--- src/hw/hsc_defs.svh ---
`ifndef HSC_DEFS_SVH
`define HSC_DEFS_SVH

// Clock period and memory timing, in ns
`define HSC_CLK_NS      5
`define HSC_WRITE_STROBE_MIN_WIDTH_NS    45
`define HSC_T_BW_NS     60
`define HSC_T_AA_NS     70
`define HSC_T_HZOE_NS   25

// Bus shape
`define HSC_ADDR_W      17
`define HSC_DATA_W      16
`define HSC_LANE_W      8
`define HSC_SYNC_STAGES 2

// Least times round up to whole cycles
`define HSC_CEIL(ns) (((ns) + `HSC_CLK_NS - 1) / `HSC_CLK_NS)
`define HSC_WE_CYC   `HSC_CEIL(`HSC_WRITE_STROBE_MIN_WIDTH_NS)
`define HSC_BW_CYC   `HSC_CEIL(`HSC_T_BW_NS)
`define HSC_WR_CYC   ((`HSC_WE_CYC > `HSC_BW_CYC) ? `HSC_WE_CYC : `HSC_BW_CYC)
`define HSC_RD_CYC   (`HSC_CEIL(`HSC_T_AA_NS) + `HSC_SYNC_STAGES + 1)
`define HSC_TURN_CYC `HSC_CEIL(`HSC_T_HZOE_NS)

// Counter width and reset values
`define HSC_CNT_W    5
`define HSC_LANES_OFF 2'h3
`define HSC_DQ_OFF    2'h0

`endif

--- src/hw/hsc_pkg.sv ---
package hsc_pkg;

  typedef enum logic [2:0] {
    HSC_IDLE   = 3'h0,
    HSC_SETUP  = 3'h1,
    HSC_ACTIVE = 3'h3,
    HSC_FINISH = 3'h2,
    HSC_TURN   = 3'h6
  } hsc_state_t;

endpackage

--- src/hw/hsc_sync.sv ---
`timescale 1ns/10ps
`include "hsc_defs.svh"

module hsc_sync #(
  parameter int WIDTH = `HSC_DATA_W
) (
  // Clock and reset
  input  wire logic             i_clk,
  input  wire logic             i_reset,
  // Asynchronous level in, synchronised level out
  input  wire logic [WIDTH-1:0] i_async,
  output logic      [WIDTH-1:0] o_sync
);

  genvar b;
  generate
    for (b = 0; b < WIDTH; b++) begin : g_bit
      logic meta_q;
      logic meta_d;
      logic sync_q;
      logic sync_d;

      always_comb begin
        meta_d = i_async[b];
        sync_d = meta_q;
      end

      always_ff @(posedge i_clk) begin
        if (i_reset) begin
          meta_q <= 1'b0;
          sync_q <= 1'b0;
        end else begin
          meta_q <= meta_d;
          sync_q <= sync_d;
        end
      end

      assign o_sync[b] = sync_q;
    end
  endgenerate

endmodule

--- src/hw/hsc_host.sv ---
// Contract
// - Host never drives while memory still drives
// - Address valid before select and lanes fall
// - Write strobe low at least 40/45 ns
// - Lane enables low at least 50/60 ns
// - Write only while strobe, chip, lane active
`timescale 1ns/10ps
`include "hsc_defs.svh"

module hsc_host #(
  parameter int ADDR_W = `HSC_ADDR_W,
  parameter int DATA_W = `HSC_DATA_W
) (
  // Clock and reset
  input  wire logic              I_CLK,
  input  wire logic              I_RESET,
  // User request
  input  wire logic              I_REQ,
  input  wire logic              I_WRITE,
  input  wire logic [ADDR_W-1:0] I_ADDR,
  input  wire logic [DATA_W-1:0] I_WDATA,
  input  wire logic [1:0]        I_BYTE_EN,
  // User answer
  output logic                   O_READY,
  output logic                   O_ACK,
  output logic      [DATA_W-1:0] O_RDATA,
  // Memory strobes, active low
  output logic                   O_CE_N,
  output logic                   O_WE_N,
  output logic                   O_OE_N,
  output logic                   O_UPPER_LANE_ENABLE_N,
  output logic                   O_LOWER_LANE_ENABLE_N,
  // Memory address and data pins
  output logic      [ADDR_W-1:0] O_ADDR,
  input  wire logic [DATA_W-1:0] I_DQ_IN,
  output logic      [DATA_W-1:0] O_DQ_OUT,
  output logic      [1:0]        O_DQ_OE
);

  localparam int LW = `HSC_LANE_W;
  localparam logic [`HSC_CNT_W-1:0] WR_LOAD =
    `HSC_CNT_W'(`HSC_WR_CYC - 1);
  localparam logic [`HSC_CNT_W-1:0] RD_LOAD =
    `HSC_CNT_W'(`HSC_RD_CYC - 1);
  localparam logic [`HSC_CNT_W-1:0] TURN_LOAD =
    `HSC_CNT_W'(`HSC_TURN_CYC - 1);

  hsc_pkg::hsc_state_t state_q;
  hsc_pkg::hsc_state_t state_d;
  logic [`HSC_CNT_W-1:0] cnt_q;
  logic [`HSC_CNT_W-1:0] cnt_d;
  logic                  write_q;
  logic                  write_d;
  logic [1:0]            lanes_q;
  logic [1:0]            lanes_d;
  logic                  ready_q;
  logic                  ready_d;
  logic                  ack_q;
  logic                  ack_d;
  logic [DATA_W-1:0]     rdata_q;
  logic [DATA_W-1:0]     rdata_d;
  logic                  ce_n_q;
  logic                  ce_n_d;
  logic                  we_n_q;
  logic                  we_n_d;
  logic                  oe_n_q;
  logic                  oe_n_d;
  logic [1:0]            lane_n_q;
  logic [1:0]            lane_n_d;
  logic [ADDR_W-1:0]     addr_q;
  logic [ADDR_W-1:0]     addr_d;
  logic [DATA_W-1:0]     dq_out_q;
  logic [DATA_W-1:0]     dq_out_d;
  logic [1:0]            dq_oe_q;
  logic [1:0]            dq_oe_d;
  logic [DATA_W-1:0]     dq_sync;

  // Pin data is asynchronous to our clock
  hsc_sync #(.WIDTH(DATA_W)) u_dq_sync (
    .i_clk   (I_CLK),
    .i_reset (I_RESET),
    .i_async (I_DQ_IN),
    .o_sync  (dq_sync)
  );

  always_comb begin
    state_d  = state_q;
    cnt_d    = cnt_q;
    write_d  = write_q;
    lanes_d  = lanes_q;
    ack_d    = 1'b0;
    rdata_d  = rdata_q;
    addr_d   = addr_q;
    dq_out_d = dq_out_q;
    case (state_q)
      hsc_pkg::HSC_IDLE: begin
        if (I_REQ && ready_q) begin
          // Address moves only here, with every strobe high
          addr_d   = I_ADDR;
          write_d  = I_WRITE;
          // No lane asked means whole word, never a deselect
          lanes_d  = (I_BYTE_EN == 2'h0) ? 2'h3 : I_BYTE_EN;
          dq_out_d = I_WDATA;
          state_d  = hsc_pkg::HSC_SETUP;
        end
      end
      hsc_pkg::HSC_SETUP: begin
        cnt_d   = write_q ? WR_LOAD : RD_LOAD;
        state_d = hsc_pkg::HSC_ACTIVE;
      end
      hsc_pkg::HSC_ACTIVE: begin
        if (cnt_q == `HSC_CNT_W'(0)) begin
          if (!write_q) begin
            // Unselected lanes float, so they are masked to zero
            rdata_d = {{LW{lanes_q[1]}}, {LW{lanes_q[0]}}}
                      & dq_sync;
          end
          state_d = hsc_pkg::HSC_FINISH;
        end else begin
          cnt_d = cnt_q - `HSC_CNT_W'(1);
        end
      end
      hsc_pkg::HSC_FINISH: begin
        ack_d   = 1'b1;
        cnt_d   = TURN_LOAD;
        state_d = hsc_pkg::HSC_TURN;
      end
      hsc_pkg::HSC_TURN: begin
        // Gives the memory time to float after the output gate
        if (cnt_q == `HSC_CNT_W'(0)) begin
          state_d = hsc_pkg::HSC_IDLE;
        end else begin
          cnt_d = cnt_q - `HSC_CNT_W'(1);
        end
      end
      default: begin
        state_d = hsc_pkg::HSC_IDLE;
      end
    endcase
  end

  // Pin levels follow the next state so they align with it
  always_comb begin
    ready_d  = (state_d == hsc_pkg::HSC_IDLE);
    ce_n_d   = 1'b1;
    we_n_d   = 1'b1;
    oe_n_d   = 1'b1;
    lane_n_d = `HSC_LANES_OFF;
    dq_oe_d  = `HSC_DQ_OFF;
    if (state_d == hsc_pkg::HSC_ACTIVE) begin
      // Chip select, the asked lanes and the write or output strobe fall and rise together
      ce_n_d   = 1'b0;
      lane_n_d = ~lanes_d;
      we_n_d   = ~write_d;
      oe_n_d   = write_d;
    end
    // Only the written lanes are driven; output gate stays high
    if (write_d && (state_d == hsc_pkg::HSC_SETUP
        || state_d == hsc_pkg::HSC_ACTIVE
        || state_d == hsc_pkg::HSC_FINISH)) begin
      dq_oe_d = lanes_d;
    end
  end

  always_ff @(posedge I_CLK) begin
    if (I_RESET) begin
      state_q  <= hsc_pkg::HSC_IDLE;
      cnt_q    <= '0;
      write_q  <= 1'b0;
      lanes_q  <= `HSC_LANES_OFF;
      ready_q  <= 1'b0;
      ack_q    <= 1'b0;
      rdata_q  <= '0;
      ce_n_q   <= 1'b1;
      we_n_q   <= 1'b1;
      oe_n_q   <= 1'b1;
      lane_n_q <= `HSC_LANES_OFF;
      addr_q   <= '0;
      dq_out_q <= '0;
      dq_oe_q  <= `HSC_DQ_OFF;
    end else begin
      state_q  <= state_d;
      cnt_q    <= cnt_d;
      write_q  <= write_d;
      lanes_q  <= lanes_d;
      ready_q  <= ready_d;
      ack_q    <= ack_d;
      rdata_q  <= rdata_d;
      ce_n_q   <= ce_n_d;
      we_n_q   <= we_n_d;
      oe_n_q   <= oe_n_d;
      lane_n_q <= lane_n_d;
      addr_q   <= addr_d;
      dq_out_q <= dq_out_d;
      dq_oe_q  <= dq_oe_d;
    end
  end

  assign O_READY               = ready_q;
  assign O_ACK                 = ack_q;
  assign O_RDATA               = rdata_q;
  assign O_CE_N                = ce_n_q;
  assign O_WE_N                = we_n_q;
  assign O_OE_N                = oe_n_q;
  assign O_UPPER_LANE_ENABLE_N = lane_n_q[1];
  assign O_LOWER_LANE_ENABLE_N = lane_n_q[0];
  assign O_ADDR                = addr_q;
  assign O_DQ_OUT              = dq_out_q;
  assign O_DQ_OE               = dq_oe_q;

  // Checks
  localparam logic [`HSC_CNT_W-1:0] WR_LEN = `HSC_CNT_W'(`HSC_WR_CYC);
  localparam int TURN_MIN = `HSC_TURN_CYC;
  logic [`HSC_CNT_W-1:0] oe_hi_cnt_q;
  logic [`HSC_CNT_W-1:0] we_lo_cnt_q;
  logic [`HSC_CNT_W-1:0] ln_lo_cnt_q;

  always_ff @(posedge I_CLK) begin
    if (I_RESET) begin
      oe_hi_cnt_q <= `HSC_CNT_W'(`HSC_TURN_CYC);
    end else if (!oe_n_q) begin
      oe_hi_cnt_q <= '0;
    end else if (oe_hi_cnt_q != {`HSC_CNT_W{1'b1}}) begin
      oe_hi_cnt_q <= oe_hi_cnt_q + `HSC_CNT_W'(1);
    end
  end

  // Run lengths of low strobes; too long for a repetition to unroll
  always_ff @(posedge I_CLK) begin
    if (I_RESET) begin
      we_lo_cnt_q <= '0;
      ln_lo_cnt_q <= '0;
    end else begin
      we_lo_cnt_q <= we_n_q ? '0 : we_lo_cnt_q + `HSC_CNT_W'(1);
      ln_lo_cnt_q <= (&lane_n_q) ? '0 : ln_lo_cnt_q + `HSC_CNT_W'(1);
    end
  end
endmodule

--- config.mk ---
export PLATFORM = sky130hd
export DESIGN_NAME = hsc_host
export DESIGN_NICKNAME = d
export VERILOG_FILES = /design/src/hw/hsc_pkg.sv /design/src/hw/hsc_sync.sv /design/src/hw/hsc_host.sv
export VERILOG_INCLUDE_DIRS = /design/src /design/src/hw
export SDC_FILE = /design/constraint.sdc
export NUM_CORES = 1
export LEC_CHECK = 0
export ABC_AREA = 1
export BUFFER_PORTS_ARGS = -buffer_cell sky130_fd_sc_hd__buf_2
export CAP_MARGIN = 20
export CORE_ASPECT_RATIO = 1.25
export CORE_MARGIN = 2
export CORE_UTILIZATION = 52
export DETAILED_ROUTE_END_ITERATION = 7
export PLACE_DENSITY_LB_ADDON = 0.3
export SYNTH_ARGS = -nofsm -noshare
export SYNTH_HDL_FRONTEND = slang
export SYNTH_SLANG_ARGS = --single-unit
--- constraint.sdc ---
create_clock -name I_CLK -period 3.8 [get_ports I_CLK]
set_clock_uncertainty 0.2 [all_clocks]
set_input_delay 0.76 -clock I_CLK [delete_from_list [all_inputs] [get_ports I_CLK]]
set_output_delay 0.76 -clock I_CLK [all_outputs]
set_load 0.02 [all_outputs]
## Word-level counts from Yosys, hierarchy flattened

Index checks and enable logic that the tools add are counted.

| storage, ports and cells | value |
|---|---|
| flip-flop bits (word level) | 101 |
| input bits | 55 |
| output and inout bits | 58 |
| word-level logic and storage cells | 90 |

| operators by class | value |
|---|---|
| $add $sub $neg | 1 |
| equality and inequality tests | 8 |
| multiplexer cells | 14 |
| bitwise gates (word level) | 6 |
| reductions and logical operators | 15 |

Operator list:

| operator | number |
|---|---|
| $and A16 B16 Y16 | 1 |
| $pmux W3 S5 | 1 |
| $pmux W5 S3 | 1 |
| $eq A3 B2 Y1 const B | 4 |
| $mux W5 | 2 |
| $mux W3 | 3 |
| $eq A3 B1 Y1 const B | 2 |
| $logic_not A3 Y1 | 2 |
| $mux W2 | 3 |
| $reduce_or A2 Y1 | 3 |
| $logic_not A5 Y1 | 1 |
| $sub A5 B1 Y5 const B | 1 |
| $mux W1 | 4 |
| $not A1 Y1 | 4 |
| $reduce_and A2 Y1 | 2 |
| $eq A3 B3 Y1 const B | 1 |
| $reduce_and A3 Y1 | 1 |
| $reduce_bool A3 Y1 | 1 |
| $logic_and A1 B1 Y1 | 2 |
| $logic_not A2 Y1 | 1 |
| $logic_or A1 B1 Y1 | 2 |
| $ne A2 B2 Y1 const B | 1 |
| $not A2 Y2 | 1 |

## Depth between registers and ports, before layout

| depth | value |
|---|---|
| depth after elaboration | 9 |
| depth in mapped cells | 10 |
| depth with buffers taken out | 10 |

## Hierarchy

A second synthesis with hierarchy kept.

| second synthesis, totals | value |
|---|---|
| cell total of the unflattened synthesis | 497 |
| area, all modules | 3764.9 µm² |

By module, submodules not included:

| module | times used | cells each | area each (µm²) | sequential area each (µm²) |
|---|---|---|---|---|
| hsc_host | 1 | 382 | 2730.1 | 1381.3 |
| hsc_sync | 1 | 115 | 1034.7 | 640.6 |

## Worst setup path after synthesis

Ideal clock, no wire load.

| path | value |
|---|---|
| kind | in2reg |
| start | input port I_REQ |
| end | register lane_n_q[0] |
| setup time | 0.120 ns |
| arrival | 1.428 ns |
| data required time | 3.480 ns |
| setup slack | 2.052 ns |
| stages on the path | 5 |
| buffers on the path | 1 |
| path through | nand2_1 -> nor2_4 -> buf_6 -> o21ai_2 -> or2_1 |

| between the ends | value |
|---|---|
| cells in the longest elaborated chain, start to end | 6 |
| elaborated cells between the ends (all ways) | 9 |
| those cells by class | eq/ne (1); mux (4); bitwise (2); reduce/logical (2) |

RTL lines:

| what | RTL line | source |
|---|---|---|
| start: declaration | hsc_host.sv:18 | `input wire logic I_REQ,` |
| $logic_and A1 B1 Y1 (*) | hsc_host.sv:97 | `if (I_REQ && ready_q) begin` |
| $mux W3 | hsc_host.sv:97 |  |
| $pmux W3 S5 | hsc_host.sv:95 | `case (state_q)` |
| $eq A3 B2 Y1 | hsc_host.sv:150 | `if (state_d == hsc_pkg::HSC_ACTIVE) begin` |
| $not A1 Y1 (no source line) | - |  |
| $reduce_or A2 Y1 (no source line) | - |  |
| end signal: assignment | hsc_host.sv:177 | `` lane_n_q <= `HSC_LANES_OFF; `` |
| end signal: assignment | hsc_host.sv:192 | `lane_n_q <= lane_n_d;` |
| end: declaration | hsc_host.sv:68 | `logic [1:0] lane_n_q;` |

Every way passes the cells marked *; elsewhere a longest branch is shown, timed or not.
A chain may end at the register's enable or synchronous reset.

## Final worst setup path

| path | value |
|---|---|
| start | register state_q[1] |
| end | register dq_out_q[2], in the netlist O_DQ_OUT[2] |

| between the ends | value |
|---|---|
| cells in the longest elaborated chain, start to end | 2 |

RTL lines:

| what | RTL line | source |
|---|---|---|
| start: declaration | hsc_host.sv:48 | `hsc_pkg::hsc_state_t state_q;` |
| start signal: assignment | hsc_host.sv:167 | `state_q <= hsc_pkg::HSC_IDLE;` |
| start signal: assignment | hsc_host.sv:182 | `state_q <= state_d;` |
| $logic_not A3 Y1 | hsc_host.sv:95 |  |
| $reduce_and A2 Y1 (no source line) | - |  |
| end signal: assignment | hsc_host.sv:194 | `dq_out_q <= dq_out_d;` |
| end: declaration | hsc_host.sv:72 | `logic [DATA_W-1:0] dq_out_q;` |

Every way passes these cells.

==> out/metrics.cfg <==
[grt]
grt_pass1_wl_mm=12.2
grt_pass1_vias=2868
grt_overflow=0
grt_max_degree=55
grt_usage_pct=19.4
antenna_found_initial=0

[pwr]
max-vdd-ir-drop_uv=266
netSwitchingPower_mw=0.769
p_leak_nw=2.27
netSwitchingFraction_pct=32.6
power.internal_mw=1.59
power_density_nw_per_um2=538
clkPwrFrac_pct=26.2
p_comb_share_pct=21.8
totalPowerFinal_mw=2.36
seqPwrFrac_pct=52.0

[floorplan]
die_w_um=79.2
dieArea_sq_um=7760
die_h_um=98.0
core_sq_um=6890
start_util_pct=53.3
rows=34
ioPinCount=113

[synthesis]
ys_types=23
synthCells=486
syn_area_sq_um=3670
yosysSeqAreaShare_pct=55.0
syn_nets=543
synth_area_leader_cell=dfxtp_1
yosys_warnings=0
synth.top_cell.area_share_pct=55.0
ys_seq_elements=101
synth.area.top_cells=dfxtp_1 55%, nor2_1 16%, nand2_1 9.9%
syn_area_per_cell_sq_um=7.56

[critical_path]
worstPathCellList=inv_1 > nand2_2 > nor2_4 > buf_4 > inv_1 > nor2_1 > nor2_1
cp.required_ns=3.90
cp_slowest_cell=inv_1
rr_startpoint=state_q[1]
worstSetupPathType=reg -> reg
crit_path_max_fanout=39
crit_arrival_ns=2.33
worstSetupStartpointType=flop
cp-startpoint=state_q[1]
cp_slowest_stage_delay_ns=0.75
critical_path.endpoint_type=flop

[route]
wl_mm=7.22
drt-initial-drc-count=150
vias=3138
antenna_left=0
first_pass_iters=4
drc_errors=0
wire_per_inst_um=10.6
vias_per_cell=4.59

[cells_and_area]
postLayoutCellArea_sq_um=4380
layout_commonest_cell=nor2_1
fin_nets=646
antenna_cells=0
drive_above_1_share_pct=23.6
fillers=625
multi_input_area_sq_um=1290
mostFrequentLayoutCells=152 x nor2_1, 112 x buf_2, 101 x dfxtp_1
syn2layout_area_growth_pct=19.3
seqCellArea_sq_um=2020

[sta]
rsz0062_at_grt=false
fmax_ghz=0.448
finalCritPeriodShare_pct=58.7
setup_ws_ns=1.57
slew_headroom_pct=35.6
hold_viol=0
worst_pin_slew_ns=0.965
maxSlewViolCount=0
finalSetupTns_ns=0
whs_ns=0.203
setup_viol_count_final=0
fin_crit_ns=2.23

[clock_network]
hold_buffers=0
clkSinkCount=101
htreeDepth=3
cts_root_buf=clkbuf_8
numCtsBuffers=9
tritoncts=built
post_cts_buffers=0
insertion_delay_ns=0.36
cts.clk_slew.worst_paths_ns=0.10
cts_buffer_depth=2
cts_resized=0

[place]
placed_area_sq_um=4200
gp_congestion=0.800
placement.io_buffers=112
post-dp-hpwl_mm=5.02
dp_slack_ns=1.25

[hold_path]
hp-class=reg -> reg
hp-start=u_dq_sync.g_bit[8].meta_q

[outcome]
status=finished, final reports clean

[job]
max_cap_viol_count=0

==> sequential cells by signal, summed over array words and instances (netlist names), 2 cells and up <==
signal	flops
O_RDATA	16
O_DQ_OE	2
lane_n_q	2
cnt_q	5
u_dq_sync.g_bit.meta_q	16
u_dq_sync.g_bit.sync_q	16
O_ADDR	17
O_DQ_OUT	16
state_q	3
lanes_q	2
==> layout make-up <==
cell class,instances,area share (%)
Sequential cell,101,46.1
Timing Repair Buffer,114,13.1
Clock buffer,10,2.91
Clock inverter,6,1.28
Multi-Input combinational cell,310,29.4
Tap cell,90,2.57
Inverter,53,4.54
==> Yosys cell counts, drive strengths merged <==
library cell / n
clkbuf: 9
ha: 2
a21oi: 3
nor2: 155
inv: 52
dfxtp: 101
nand3: 9
o21ai: 37
a31o: 1
nand2: 100
buf: 13
xnor2: 1
or2: 2
clkinv: 1
==> cells by family (layout without fill, tap and decap cells) <==
kind of cell | after synthesis | in the layout | synth area share (%)
and+or+nand+nor | 266 | 266 | 28.3
DFF | 101 | 101 | 55.0
buffers and inverters | 75 | 183 | 9.84
AOI/OAI and AO/OA | 41 | 41 | 5.89
adders and majority gates | 2 | 2 | 0.681
xor gates and xnor gates | 1 | 1 | 0.238
==> path summary, 6_finish.rpt <==
check	end	slack [ns]	cells after the start
worst max register to register	O_DQ_OUT[2]	1.57	7
worst max-delay path	O_DQ_OUT[2]	1.57	7
worst min-delay path	u_dq_sync.g_bit[8].sync_q	0.20	2
worst min register to register	u_dq_sync.g_bit[8].sync_q	0.20	2
==> per-layer routing <==
metal,track usage [%],up-vias,part of all wire (%)
li1,-,1659,-
met1,22.9,1366,44
met2,33.1,106,47
met3,4.99,7,7.1
met4,7.96,0,1.3
met5,0,-,0
==> stage by stage <==
stage | utilization [%] | std cells
floorplan | - | 486
global placement | 60.9 | 668
detailed placement | 60.9 | 668
CTS | 63.6 | 684
global route | 63.6 | 684
finish | 63.6 | 684
==> worst max-delay path: cells and delay by family (launching register included) <==
family | cells | cell delay (ns)
simple gates | 4 | 0.40
buf+inv | 3 | 1.13
flops | 1 | 0.44
==> power by group through the flow <==
stage	sequential, mW	clock, mW	combinational [mW]
after floorplan	1.33	0	0.297
after global placement	1.25	0	0.504
after detailed placement	1.25	0	0.515
after CTS	1.23	0.642	0.518
after global routing	1.24	0.687	0.580
final	1.23	0.618	0.515
No activity file was read; power rests on OpenSTA's default activity.
